### src/inc/oec_regs.svh
// register offsets, reset values and timing counts for output enable control
`ifndef OEC_REGS_SVH
`define OEC_REGS_SVH

`define OEC_N_OUT 20
`define OEC_N_PIN 8
`define OEC_PIN_FIRST 5
`define OEC_PIN_LAST 12
`define OEC_PIN_SB_DATA 0
`define OEC_PIN_SB_CLK 1
`define OEC_PIN_SB_LOAD 5

`define OEC_OFS_EN0 8'h00
`define OEC_OFS_EN1 8'h01
`define OEC_OFS_EN2 8'h02
`define OEC_OFS_STATUS 8'h04
`define OEC_OFS_MASK0 8'h08
`define OEC_OFS_MASK1 8'h09
`define OEC_OFS_MASK2 8'h0a
`define OEC_STATUS_SB_BIT 0

`define OEC_RST_EN 20'hfffff
`define OEC_RST_OUTREG 20'hfffff
`define OEC_RST_MASK 20'h00000

`define OEC_ADDR_LL 8'hd8
`define OEC_ADDR_LM 8'hda
`define OEC_ADDR_LH 8'hde
`define OEC_ADDR_ML 8'hc2
`define OEC_ADDR_MM 8'hc4
`define OEC_ADDR_MH 8'hc6
`define OEC_ADDR_HL 8'hca
`define OEC_ADDR_HM 8'hcc
`define OEC_ADDR_HH 8'hce

`define OEC_CLK_NS 5
`define OEC_SB_PERIOD_NS 100
`define OEC_SB_PERIOD_CYC (`OEC_SB_PERIOD_NS / `OEC_CLK_NS)
`define OEC_OE_LAT_TYP 5
`define OEC_OE_LAT_MAX 10
`define OEC_OUT_DIV 2

`endif

### src/inc/oec_pkg.sv
// types shared by the output enable control design
package oec_pkg;
	typedef enum logic [1:0] {
		OEC_LVL_LOW,
		OEC_LVL_MID,
		OEC_LVL_HIGH
	} oec_lvl_t;

	typedef struct packed {
		logic [1:0] addr_hi;
		logic [1:0] addr_lo;
		logic iface_select_strap;
	} oec_strap_t;

	typedef struct packed {
		logic wr;
		logic rd;
		logic [7:0] addr;
		logic [7:0] wdata;
	} oec_req_t;

	typedef enum {
		OEC_PWR_WAIT,
		OEC_PWR_RUN,
		OEC_PWR_DOWN
	} oec_pwr_t;
endpackage

### src/design/oec_en_sync.sv
// per-output enable synchroniser stepping on the output clock tick
`timescale 1ns/1ps
`include "oec_regs.svh"
module oec_en_sync #(
	parameter int N = `OEC_N_OUT,
	parameter int LAT = `OEC_OE_LAT_TYP
) (
	// clock and reset
	input wire logic clock,
	input wire logic rst_n,
	input wire logic tick,
	// enables
	input wire logic [N-1:0] en_in,
	output logic [N-1:0] en_out
);
	genvar i;
	generate
		for (i = 0; i < N; i++) begin : g_bit
			logic [LAT-1:0] pipe_q;
			// steps only on the tick so an enable change never starts a pair mid cycle
			always_ff @(posedge clock or negedge rst_n) begin
				if (!rst_n) begin
					pipe_q <= '0;
				end else if (tick) begin
					pipe_q <= {pipe_q[LAT-2:0], en_in[i]};
				end
			end
			assign en_out[i] = pipe_q[LAT-1];
		end
	endgenerate
endmodule

### src/design/oec_top.sv
// output enable control: straps, registers, side-band shifter and output gating
`timescale 1ns/1ps
`include "oec_regs.svh"
// Behaviour
// - slave address comes from two three-level straps, nine values d8 to ce
// - power-good low holds all pairs low/low; first high starts, later highs resume
// - interface strap picks side-band (high) or pins plus enable bits (low), never both
// - traditional: output runs when its enable bit is 1 and, for outputs 5-12, its pin low
// - side-band: output runs when keep-on mask or output register bit is 1
// - side-band: pins 7-9,11,12 ignored; pins 5,6,10 are data, clock, load
// - load high: shift data in on each rising side-band clock
// - falling load edge copies shift register into output register
// - side-band clock at most 10 MHz; device accepts any rate up to it
// - load low: clock and data activity ignored
// - side-band works from power-on, even during power-down
// - registers are not accessible while power-good is low
// - output register and enable bits reset to enabled
// - keep-on mask bits reset to zero
// - status byte 4 reports the selected interface
// - both interfaces feed one glitch-free enable synchroniser
// - an output starts or stops within 10 output clocks of its enable change
module oec_top #(
	parameter int N_OUT = `OEC_N_OUT,
	parameter int OUT_DIV = `OEC_OUT_DIV,
	parameter int OE_LAT = `OEC_OE_LAT_TYP
) (
	// clock and reset
	input wire logic clock,
	input wire logic reset_n,
	// pins
	input wire oec_pkg::oec_strap_t strap,
	input wire logic power_good_down_n,
	input wire logic [`OEC_N_PIN-1:0] oe_n,
	// register port
	input wire oec_pkg::oec_req_t req,
	output logic [7:0] rdata,
	// status
	output logic [7:0] smbus_addr,
	output logic sb_mode,
	// output pairs
	output logic [N_OUT-1:0] q_p,
	output logic [N_OUT-1:0] q_n
);
	import oec_pkg::*;

	localparam int NS = $bits(oec_strap_t) + 1 + `OEC_N_PIN;

	logic [1:0] rst_q;
	logic rst_n;
	always_ff @(posedge clock or negedge reset_n) begin
		if (!reset_n) begin
			rst_q <= 2'h0;
		end else begin
			rst_q <= {rst_q[0], 1'b1};
		end
	end
	assign rst_n = rst_q[1];

	// pins come from other domains; first stage feeds only the second
	logic [NS-1:0] s1_q, s2_q;
	always_ff @(posedge clock or negedge rst_n) begin
		if (!rst_n) begin
			s1_q <= '0;
			s2_q <= '0;
		end else begin
			s1_q <= {strap, power_good_down_n, oe_n};
			s2_q <= s1_q;
		end
	end

	wire oec_strap_t strap_s = s2_q[NS-1 -: $bits(oec_strap_t)];
	wire pg_s = s2_q[`OEC_N_PIN];
	wire [`OEC_N_PIN-1:0] oe_n_s = s2_q[`OEC_N_PIN-1:0];

	// power sequencing
	oec_pwr_t pwr_q, pwr_d;
	always_comb begin
		pwr_d = pwr_q;
		case (pwr_q)
			OEC_PWR_WAIT: if (pg_s) pwr_d = OEC_PWR_RUN;
			OEC_PWR_RUN: if (!pg_s) pwr_d = OEC_PWR_DOWN;
			OEC_PWR_DOWN: if (pg_s) pwr_d = OEC_PWR_RUN;
			default: pwr_d = OEC_PWR_WAIT;
		endcase
	end
	always_ff @(posedge clock or negedge rst_n) begin
		if (!rst_n) begin
			pwr_q <= OEC_PWR_WAIT;
		end else begin
			pwr_q <= pwr_d;
		end
	end
	wire started = (pwr_q != OEC_PWR_WAIT);
	wire pg_on = (pwr_q == OEC_PWR_RUN);
	wire start_now = (pwr_q == OEC_PWR_WAIT) && pg_s;

	function automatic logic [7:0] addr_of(input logic [1:0] hi, input logic [1:0] lo);
		logic [3:0] code;
		code = {hi, lo};
		case (code)
			{OEC_LVL_LOW, OEC_LVL_LOW}: addr_of = `OEC_ADDR_LL;
			{OEC_LVL_LOW, OEC_LVL_MID}: addr_of = `OEC_ADDR_LM;
			{OEC_LVL_LOW, OEC_LVL_HIGH}: addr_of = `OEC_ADDR_LH;
			{OEC_LVL_MID, OEC_LVL_LOW}: addr_of = `OEC_ADDR_ML;
			{OEC_LVL_MID, OEC_LVL_MID}: addr_of = `OEC_ADDR_MM;
			{OEC_LVL_MID, OEC_LVL_HIGH}: addr_of = `OEC_ADDR_MH;
			{OEC_LVL_HIGH, OEC_LVL_LOW}: addr_of = `OEC_ADDR_HL;
			{OEC_LVL_HIGH, OEC_LVL_MID}: addr_of = `OEC_ADDR_HM;
			{OEC_LVL_HIGH, OEC_LVL_HIGH}: addr_of = `OEC_ADDR_HH;
			default: addr_of = `OEC_ADDR_HH;
		endcase
	endfunction

	// straps are caught once, at the first power-good high
	logic [7:0] addr_q;
	logic mode_q;
	wire [7:0] addr_live = addr_of(strap_s.addr_hi, strap_s.addr_lo);
	always_ff @(posedge clock or negedge rst_n) begin
		if (!rst_n) begin
			addr_q <= `OEC_ADDR_LL;
			mode_q <= 1'b0;
		end else if (start_now) begin
			addr_q <= addr_live;
			mode_q <= strap_s.iface_select_strap;
		end
	end
	// before start the live strap decides, so side-band can be preloaded
	assign sb_mode = started ? mode_q : strap_s.iface_select_strap;
	assign smbus_addr = addr_q;

	// side-band link on pins 5, 6 and 10
	wire sb_data = oe_n_s[`OEC_PIN_SB_DATA];
	wire sb_clk = oe_n_s[`OEC_PIN_SB_CLK];
	wire sb_load = oe_n_s[`OEC_PIN_SB_LOAD];
	logic sb_clk_q, sb_load_q;
	logic [N_OUT-1:0] shift_q, outreg_q;
	// 10 MHz gives 20 samples a period, ample for edge finding
	wire sb_rise = sb_clk && !sb_clk_q && sb_load && sb_mode;
	wire sb_fall = !sb_load && sb_load_q && sb_mode;
	always_ff @(posedge clock or negedge rst_n) begin
		if (!rst_n) begin
			sb_clk_q <= 1'b0;
			sb_load_q <= 1'b0;
			shift_q <= `OEC_RST_OUTREG;
			outreg_q <= `OEC_RST_OUTREG;
		end else begin
			sb_clk_q <= sb_clk;
			sb_load_q <= sb_load;
			// first bit shifted lands at output 0 after 20 clocks
			if (sb_rise) begin
				shift_q <= {sb_data, shift_q[N_OUT-1:1]};
			end
			if (sb_fall) begin
				outreg_q <= shift_q;
			end
		end
	end

	// register file
	logic [N_OUT-1:0] en_q, mask_q;
	logic [7:0] rdata_q;
	wire acc_ok = pg_on;
	wire wr_ok = req.wr && acc_ok;
	wire [7:0] wb = req.wdata;
	wire hit_en0 = (req.addr == `OEC_OFS_EN0);
	wire hit_en1 = (req.addr == `OEC_OFS_EN1);
	wire hit_en2 = (req.addr == `OEC_OFS_EN2);
	wire hit_st = (req.addr == `OEC_OFS_STATUS);
	wire hit_m0 = (req.addr == `OEC_OFS_MASK0);
	wire hit_m1 = (req.addr == `OEC_OFS_MASK1);
	wire hit_m2 = (req.addr == `OEC_OFS_MASK2);
	wire [7:0] st_byte = {7'h00, sb_mode};
	wire [7:0] en2_byte = {4'h0, en_q[19:16]};
	wire [7:0] m2_byte = {4'h0, mask_q[19:16]};
	wire [7:0] rd_mux = !acc_ok ? 8'h00 :
		hit_en0 ? en_q[7:0] :
		hit_en1 ? en_q[15:8] :
		hit_en2 ? en2_byte :
		hit_st ? st_byte :
		hit_m0 ? mask_q[7:0] :
		hit_m1 ? mask_q[15:8] :
		hit_m2 ? m2_byte : 8'h00;
	always_ff @(posedge clock or negedge rst_n) begin
		if (!rst_n) begin
			en_q <= `OEC_RST_EN;
			mask_q <= `OEC_RST_MASK;
			rdata_q <= 8'h00;
		end else begin
			if (wr_ok && hit_en0) en_q[7:0] <= wb;
			if (wr_ok && hit_en1) en_q[15:8] <= wb;
			if (wr_ok && hit_en2) en_q[19:16] <= wb[3:0];
			if (wr_ok && hit_m0) mask_q[7:0] <= wb;
			if (wr_ok && hit_m1) mask_q[15:8] <= wb;
			if (wr_ok && hit_m2) mask_q[19:16] <= wb[3:0];
			if (req.rd) rdata_q <= rd_mux;
		end
	end
	assign rdata = rdata_q;

	// per-output enable decision
	logic [N_OUT-1:0] pin_ok, en_vec;
	genvar i;
	generate
		for (i = 0; i < N_OUT; i++) begin : g_out
			if (i >= `OEC_PIN_FIRST && i <= `OEC_PIN_LAST) begin : g_pin
				assign pin_ok[i] = !oe_n_s[i-`OEC_PIN_FIRST];
			end else begin : g_nopin
				assign pin_ok[i] = 1'b1;
			end
			assign en_vec[i] = sb_mode ? (mask_q[i] | outreg_q[i]) :
				(en_q[i] & pin_ok[i]);
		end
	endgenerate

	// output clock rate as a tick from a divider
	logic [$clog2(OUT_DIV+1)-1:0] div_q;
	logic phase_q;
	wire tick = (div_q == '0);
	always_ff @(posedge clock or negedge rst_n) begin
		if (!rst_n) begin
			div_q <= '0;
			phase_q <= 1'b0;
		end else begin
			div_q <= tick ? ($clog2(OUT_DIV+1))'(OUT_DIV - 1) : div_q - 1'b1;
			if (tick) phase_q <= !phase_q;
		end
	end

	logic [N_OUT-1:0] en_sync;
	oec_en_sync #(.N(N_OUT), .LAT(OE_LAT)) u_sync (
		.clock(clock),
		.rst_n(rst_n),
		.tick(tick),
		.en_in(en_vec),
		.en_out(en_sync)
	);

	logic [N_OUT-1:0] run_q, qp_q, qn_q;
	wire [N_OUT-1:0] run_d = en_sync & {N_OUT{pg_on}};
	always_ff @(posedge clock or negedge rst_n) begin
		if (!rst_n) begin
			run_q <= '0;
			qp_q <= '0;
			qn_q <= '0;
		end else begin
			run_q <= run_d;
			qp_q <= run_d & {N_OUT{!phase_q}};
			qn_q <= run_d & {N_OUT{phase_q}};
		end
	end
	assign q_p = qp_q;
	assign q_n = qn_q;
endmodule

### config.mk
export PLATFORM = sky130hd
export DESIGN_NAME = oec_top
export DESIGN_NICKNAME = d
export VERILOG_FILES = /design/src/inc/oec_pkg.sv /design/src/design/oec_en_sync.sv /design/src/design/oec_top.sv
export VERILOG_INCLUDE_DIRS = /design/src /design/src/inc
export SDC_FILE = /design/constraint.sdc
export NUM_CORES = 1
export LEC_CHECK = 0
export BUFFER_PORTS_ARGS = -buffer_cell sky130_fd_sc_hd__buf_2
export CAP_MARGIN = 5
export CELL_PAD_IN_SITES_DETAIL_PLACEMENT = 1
export CELL_PAD_IN_SITES_GLOBAL_PLACEMENT = 2
export CORE_ASPECT_RATIO = 1.5
export CORE_MARGIN = 2
export CORE_UTILIZATION = 33
export CTS_CLUSTER_SIZE = 20
export DETAILED_ROUTE_END_ITERATION = 8
export GPL_TIMING_DRIVEN = 1
export PLACE_DENSITY = 0.8
export SLEW_MARGIN = 5
export SYNTH_ARGS = -nofsm -noshare
export SYNTH_HDL_FRONTEND = slang
export SYNTH_SLANG_ARGS = --single-unit
export TNS_END_PERCENT = 10
### constraint.sdc
create_clock -name clock -period 7.25 [get_ports clock]
set_input_delay 0.3625 -clock clock [delete_from_list [all_inputs] [get_ports clock]]
set_output_delay 0.3625 -clock clock [all_outputs]
set_load 0.05 [all_outputs]
==> reports/qor.csv, run 1 <==
stage,metric,value,unit
run_status,outcome,completed,
cts,worst-case clock buffer depth,3,
cts,CTS buffer count,25,
cts,H-tree depth,1,
power,peak supply drop,0.140,mV
setup_path,WP data required,6.89,ns
routing,DRC viols,0,
sta,skew final,0.0217,ns
setup_path,CP startpoint kind,flip-flop,
setup_path,CP Capture Type,primary output,
synthesis,area share of the largest cell type after synthesis,50.7,%
cts,CTS tree,yes,
sta,relative slew slack,31.9,%
global_route,first-pass GRT wire length,35900,um
sta,Tcrit/Tclk final,38.7,%
floorplan,# rows,79,
routing,Avg WL per Cell,15.9,um
power,Pwr Density,290,mW/mm2
floorplan,core area,0.0308,mm2
sta,Final min period,2.81,ns
synthesis,Most used DFF post-synth,dfrtp_1,
cts,CTS resizes,0,
sta,Worst-Margin Slew,1.02,ns
power,leakage,5.92,nW
routing,ANT nets after route,0,
global_route,vias in the first global route,6649,
synthesis,"area leader, netlist",dfrtp_1,
placement,placed inst area,0.0111,mm2
synthesis,post-synthesis cell area,0.0103,mm2
finish,post-route cell area,0.0121,mm2
global_route,pin count of the biggest net entering global routing,145,
synthesis,cells after synthesis,885,
placement,final RePlAce weighted congestion,0.794,
placement,hpwl dp,14600,um
placement,PortBufs,86,
routing,Iteration-0 DRC Markers,340,
sta,final setup fails,0,
sta,fmax,0.356,GHz
sta,RSZ-0062 raised after global routing,false,
global_route,initial antenna violation count,4,
synthesis,share of flip-flops with an asynchronous set or reset,100,%
finish,Area Growth Syn to Fin,17.6,%
setup_path,Arrival @ worst endpoint,2.44,ns
cts,clk sinks,270,
cts,CTS clock-pin slew for the worst setup and hold paths,0.06,ns
synthesis,syn_area_per_cell,11.6,um2
floorplan,starting density of the core,33.3,%
setup_path,r2r startpoint,pwr_q[0],
routing,Vias,6434,
global_route,Total GRT Usage,13.8,%
sta,"Hold Vio Cnt, Final",0,
global_route,GRT overflow,0,
finish,antenna cells,0,
cts,clock tree root buffer cell,clkbuf_16,
routing,First-pass DRT Iterations,4,
floorplan,Chip Height,220,um
hold_path,HP Class,in -> reg,
cts,insertion delay to the later sink of the worst-skew pair,0.54,ns
floorplan,Chip Width,148,um
synthesis,synth unique cells,46,
finish,Final Net Count,1009,
setup_path,Crit. Startpoint,pwr_q[0],
job,number of max-cap violations,0,
synthesis,Synth Register Bits,270,
floorplan,io pins,91,
synthesis,"EDFF count, synth",0,
synthesis,register area share after synthesis,66.6,%
finish,layout cells sized above 1,28.3,%
floorplan,die area,0.0326,mm2
setup_path,CP Max Fanout,32,
synthesis,Syn. warnings,0,
routing,vias per inst,4.60,
hold_path,Worst Min Path Start,req[5],
setup_path,WS Path Type,reg -> out,
sta,setup TNS,0,ns
sta,max-slew violations,0,
synthesis,main area contributors after synthesis,"dfrtp_1, dfstp_2, nand2_1",
power,Tot Pwr,3.51,mW
routing,final wirelength,22200,um
[cells by family (layout without fill, tap and decap cells)]
kind of cell | Yosys count | count (layout) | synth area share [%]
XOR/XNOR | 3 | 3 | 0.256
multiplexers | 87 | 87 | 9.46
AND/OR/NAND/NOR | 374 | 374 | 16.1
flip-flops | 270 | 270 | 66.6
buffers and inverters | 67 | 172 | 2.66
AO/OA/AOI/OAI | 82 | 82 | 4.90
other | 2 | 5 | 0.0732
[state kept, by name, summed over array words and instances, names as in the netlist, 4 cells and up]
signal               flops
u_sync.g_bit.pipe_q    100
en_q                    20
mask_q                  20
outreg_q                20
q_n                     20
q_p                     20
shift_q                 20
s1_q                    14
s2_q                    14
rdata                    8
smbus_addr               4
[critical path, stage by stage, from the launching register on]
cell,delay [ns]
dfrtp_1,0.41
nor2_1,0.25
mux2i_2,0.23
buf_4,0.35
inv_1,0.34
buf_2,0.32
[placed cells by master, fill, tap and decap left out, drive strengths merged, types with 2 or more instances in the layout]
cell / netlist / routed
a21oi: 7 / 7
a221oi: 3 / 3
and2: 22 / 22
and3: 21 / 21
buf: 8 / 93
bufinv: 0 / 3
clkbuf: 40 / 37
clkinv: 0 / 4
conb: 2 / 5
dfrtp: 208 / 208
dfstp: 62 / 62
dlygate4sd3: 0 / 15
inv: 19 / 20
mux2: 80 / 80
mux2i: 7 / 7
nand2: 286 / 286
nand2b: 5 / 5
nand3: 3 / 3
nand3b: 2 / 2
nor2: 9 / 9
nor2b: 5 / 5
nor3: 2 / 2
nor4b: 2 / 2
o211ai: 2 / 2
o21ai: 43 / 43
o221ai: 4 / 4
o22ai: 8 / 8
o311ai: 8 / 8
or3: 12 / 12
xnor2: 2 / 2
[final cells by class]
class / instances / area [um2]
Multi-Input combinational cell: 551 / 3190
Clock buffer: 37 / 701
Fill cell: 3397 / 18800
Sequential cell: 270 / 6840
Tap cell: 405 / 507
Clock inverter: 8 / 118
Timing Repair Buffer: 108 / 646
Inverter: 19 / 71.3
[cells in the mapped netlist (all sizes together), types with 2 or more instances]
| cell | number |
|---|---|
| and2 | 22 |
| o21ai | 43 |
| o311ai | 8 |
| and3 | 21 |
| nor3 | 2 |
| clkbuf | 40 |
| a221oi | 3 |
| nand3 | 3 |
| nor2 | 9 |
| dfstp | 62 |
| a21oi | 7 |
| nand2 | 286 |
| nor4b | 2 |
| conb | 2 |
| nand3b | 2 |
| o211ai | 2 |
| mux2 | 80 |
| or3 | 12 |
| buf | 8 |
| nor2b | 5 |
| mux2i | 7 |
| nand2b | 5 |
| o221ai | 4 |
| o22ai | 8 |
| inv | 19 |
| dfrtp | 208 |
| xnor2 | 2 |
[power by group]
| group | total (mW) | switching [mW] | internal [mW] |
|---|---|---|---|
| Combinational | 0.365 | 0.239 | 0.125 |
| Sequential | 1.82 | 0.109 | 1.71 |
| Clock | 1.32 | 0.544 | 0.775 |
| Total | 3.51 | 0.892 | 2.61 |
[metrics by stage]
step / setup WS (ns) / utilization [%] / std cells / hold slack (ns)
2_1_floorplan: 2.88 / - / 888 / 0.0669
3_3_place_gp: 4.76 / 36.0 / 1338 / 0.157
3_5_place_dp: 4.67 / 36.0 / 1338 / 0.160
4_1_cts: 4.43 / 39.1 / 1398 / 0.103
5_1_grt: 4.34 / 39.1 / 1398 / 0.124
6_report: 4.44 / 39.1 / 1398 / 0.123
[routing by layer]
layer	vias to the layer above	routed length (um)	part of all wire, %	global-route usage [%]
li1	3078	-	-	-
met5	-	45	0.20	0
met4	8	435	2.0	3.90
met3	39	939	4.2	2.48
met2	108	11700	52	25.1
met1	3201	9130	41	16.7
[timing repair]
item / 4_1_cts / 5_1_grt
hold endpoints to repair: 16 / 0
hold buffers: 15 / 0
setup buffers: 0 / 0
[final timing paths]
| check | cells past startpoint | slack, ns | endpoint |
|---|---|---|---|
| min in group asynchronous | 2 | 0.16 | rst_q[1] |
| worst min register to register | 0 | 0.34 | mode_q |
| max in group asynchronous | 1 | 5.51 | rdata[2] |
| worst min-delay path | 2 | 0.12 | en_q[13] |
| worst max register to register | 5 | 4.72 | mask_q[13] |
| worst max-delay path | 5 | 4.44 | sb_mode |
No activity file was read; power rests on OpenSTA's default activity.
==> inputs of run 2 (changes only) <==
Clock period 7.25 ns to 2.31 ns, I/O delays scaled along.
==> run 2 against run 1 <==
  * Global-route usage grew 0.52 points
  * Utilization grew 1.3 points
  * Combinational power grew to 3.4 times the previous value
  * Routed wire length grew 1.6%
  * Sequential power grew to 3.1 times the previous value
  * Critical path depth is the same
  * Die area is the same
  * Critical endpoint unchanged
==> reports/qor.csv, run 2 (synthesis gave the netlist of run 1 again) <==
stage,metric,value,unit,change
setup_path,WP data required,2.19,ns,was 6.89 ns
setup_path,RR Endpoint,mask_q[13],,unchanged
finish,fillcell total,3423,,"was 3,397"
setup_path,CP peak stage delay,0.42,ns,was 0.41 ns
power,Pwr Density,903,mW/mm2,was 290 mW/mm2
power,clock network power share,38.2,%,was 37.6%
hold_path,HP Class,in -> reg,,unchanged
setup_path,r2r startpoint,pwr_q[0],,unchanged
sta,worst setup margin,0.186,ns,was 4.44 ns
global_route,initial antenna violation count,1,,was 4
finish,Largest register FFs,100,,unchanged
run_status,outcome,completed,,unchanged
hold_path,Worst Min Path Start,req[9],,was req[5]
floorplan,Chip Height,220,um,unchanged
sta,final setup fails,0,,unchanged
global_route,first-pass GRT wire length,37300,um,"was 35,900 um"
global_route,GR met2 Demand/Resource,25.7,%,was 25.1%
cts,worst-case clock buffer depth,3,,unchanged
job,number of max-cap violations,0,,unchanged
cts,clk sinks,270,,unchanged
finish,fin util,40.4,%,was 39.1%
setup_path,CP startpoint kind,flip-flop,,unchanged
routing,Iteration-0 DRC Markers,274,,was 340
global_route,Global Route met1 Usage,16.8,%,was 16.7%
floorplan,io pins,91,,unchanged
cts,CTS buffer count,25,,unchanged
placement,final RePlAce weighted congestion,0.793,,was 0.794
global_route,vias in the first global route,7040,,"was 6,649"
global_route,GRT overflow,0,,unchanged
power,Seq pwr share,50.8,%,was 52.0%
routing,final wirelength,22600,um,"was 22,200 um"
power,leakage,6.11,nW,was 5.92 nW
cts,clock tree root buffer cell,clkbuf_16,,unchanged
global_route,Total GRT Usage,14.3,%,was 13.8%
finish,layout cells sized above 1,30.1,%,was 28.3%
global_route,met3 Usage GRT,2.38,%,was 2.48%
finish,most common library cell in the layout ignoring fill and taps,nand2_1,,unchanged
sta,Worst-Margin Slew,0.699,ns,was 1.02 ns
sta,fmax,0.471,GHz,
cts,H-tree depth,1,,unchanged
sta,relative slew slack,53.4,%,was 31.9%
finish,Final Net Count,1038,,"was 1,009"
setup_path,r2r setup slk,0.37,ns,was 4.72 ns
finish,"commonest non-fill, non-tap cells in the layout","nand2_1, dfrtp_1, buf_2",,unchanged
placement,Place WS,0.275,ns,was 4.67 ns
sta,skew final,0.00522,ns,was 0.0217 ns
sta,Final min period,2.12,ns,
floorplan,# rows,79,,unchanged
floorplan,Chip Width,148,um,unchanged
setup_path,Arrival @ worst endpoint,2.01,ns,was 2.44 ns
placement,placed inst area,0.0113,mm2,was 0.0111 mm2
finish,Area Growth Syn to Fin,21.5,%,was 17.6%
power,Switching Share,25.5,%,was 25.4%
power,peak supply drop,0.421,mV,was 0.140 mV
sta,Tcrit/Tclk final,91.9,%,
cts,CTS clock-pin slew for the worst setup and hold paths,0.06,ns,about the same
global_route,pin count of the biggest net entering global routing,43,,was 145
routing,First-pass DRT Iterations,4,,unchanged
routing,Vias,6545,,"was 6,434"
power,internal power,8.38,mW,was 2.61 mW
routing,vias per inst,4.58,,was 4.60
hold_path,hold endpoint,rdata[3],,was en_q[13]
sta,RSZ-0062 raised after global routing,false,,unchanged
global_route,global route hottest layer,met2,,unchanged
setup_path,WS Path Type,reg -> out,,unchanged
setup_path,"Slowest-stage cell, CP",dfrtp_1,,unchanged
routing,ANT nets after route,0,,unchanged
setup_path,worst path cell trace,nor2_2 -> mux2i_2 -> buf_12 -> clkinvlp_4 -> buf_4,,was nor2_1 -> mux2i_2 -> buf_4 -> inv_1 -> buf_2
routing,Avg WL per Cell,15.8,um,was 15.9 um
hold_path,worst hold path cell count,4,,was 2
finish,footprint of the multi-input gates,0.00320,mm2,was 0.00319 mm2
floorplan,die area,0.0326,mm2,unchanged
finish,post-route cell area,0.0125,mm2,was 0.0121 mm2
cts,insertion delay to the later sink of the worst-skew pair,0.53,ns,was 0.54 ns
placement,hpwl dp,15600,um,"was 14,600 um"
floorplan,starting density of the core,33.3,%,unchanged
floorplan,core area,0.0308,mm2,unchanged
setup_path,Worst R2R Path Depth,5,,unchanged
setup_path,CP Max Fanout,32,,unchanged
finish,Largest Register,u_sync.g_bit.pipe_q,,unchanged
finish,FF/Latch Area,0.00684,mm2,unchanged
placement,PortBufs,86,,unchanged
sta,"Hold Vio Cnt, Final",0,,unchanged
power,Comb pwr share,10.9,%,was 10.4%
sta,Fin Hold WS,0.226,ns,was 0.123 ns
cts,CTS tree,yes,,unchanged
power,switching power,2.87,mW,was 0.892 mW
setup_path,Top delay family on crit path,buffers and inverters,,unchanged
routing,DRC viols,0,,unchanged
sta,max-slew violations,0,,unchanged
setup_path,Buf/Inv on CP,3,,unchanged
setup_path,CP Capture Type,primary output,,unchanged
run 2: changes by cell type in the layout (fill, tap and decap cells not counted), moves of 3 or more:
cell / previous run / this run
buf_4: 6 / 18
clkinvlp_4: 0 / 3
clkbuf_1: 9 / 4
clkinv_2: 3 / 6
buf_12: 1 / 9
dlygate4sd3_1: 15 / 25
run 2: routing by layer:
metal  vias to the layer above  routed length (um)  share of wire, %
li1                       3138                   -                 -
met1                      3252                9260                41
met2                       113               11500                51
met3                        42                 967               4.3
met4                         0                 796               3.5
met5                         -                   0                 0
run 2: final cells by class:
type / count / share of cell area, %
Sequential cell: 270 / 54.9
Timing Repair Buffer: 137 / 7.95
Inverter: 19 / 0.602
Antenna cell: 1 / 0.0201
Multi-Input combinational cell: 551 / 25.6
Tap cell: 405 / 4.07
Clock inverter: 13 / 1.40
Clock buffer: 32 / 5.47
run 2: through the flow:
| step | std cells | power (mW) | setup TNS [ns] |
|---|---|---|---|
| 6_report | 1428 | 11.3 | 0 |
| 5_1_grt | 1427 | 11.8 | 0 |
| 4_1_cts | 1425 | 11.4 | 0 |
| 3_5_place_dp | 1355 | 7.02 | 0 |
| 3_3_place_gp | 1355 | 6.94 | 0 |
| 2_1_floorplan | 888 | 6.54 | -73.76 |
run 2: timing repair:
| action | in CTS | in global routing |
|---|---|---|
| setup endpoints to repair | 1 | 1 |
| setup buffers | 0 | 2 |
| resized for setup | 2 | 1 |
| hold endpoints to repair | 64 | 0 |
| hold buffers | 25 | 0 |
run 2: worst max path at each step:
stage / depth (start not counted) / from / to
after floorplan: 0 / rst_q[1] / div_q[0]
after global placement: 5 / req[13] / rdata[6]
after detailed placement: 5 / req[13] / rdata[6]
after CTS: 5 / pwr_q[0] / sb_mode
after global routing: 5 / pwr_q[1] / sb_mode
final: 5 / pwr_q[0] / sb_mode
run 2: power groups by stage:
stage	combinational [mW]	sequential [mW]	clock, mW
global placement	1.15	5.78	0
floorplan	0.615	5.93	0
finish	1.23	5.72	4.30
detailed placement	1.20	5.82	0
global route	1.40	5.80	4.64
CTS	1.24	5.73	4.45
run 2: worst reg2reg max path, cell delays in order, from the launching register on:
cell,delay [ns]
dfrtp_1,0.40
nor2b_2,0.28
nand2_1,0.16
nor3_2,0.25
nand3_2,0.31
mux2_1,0.42
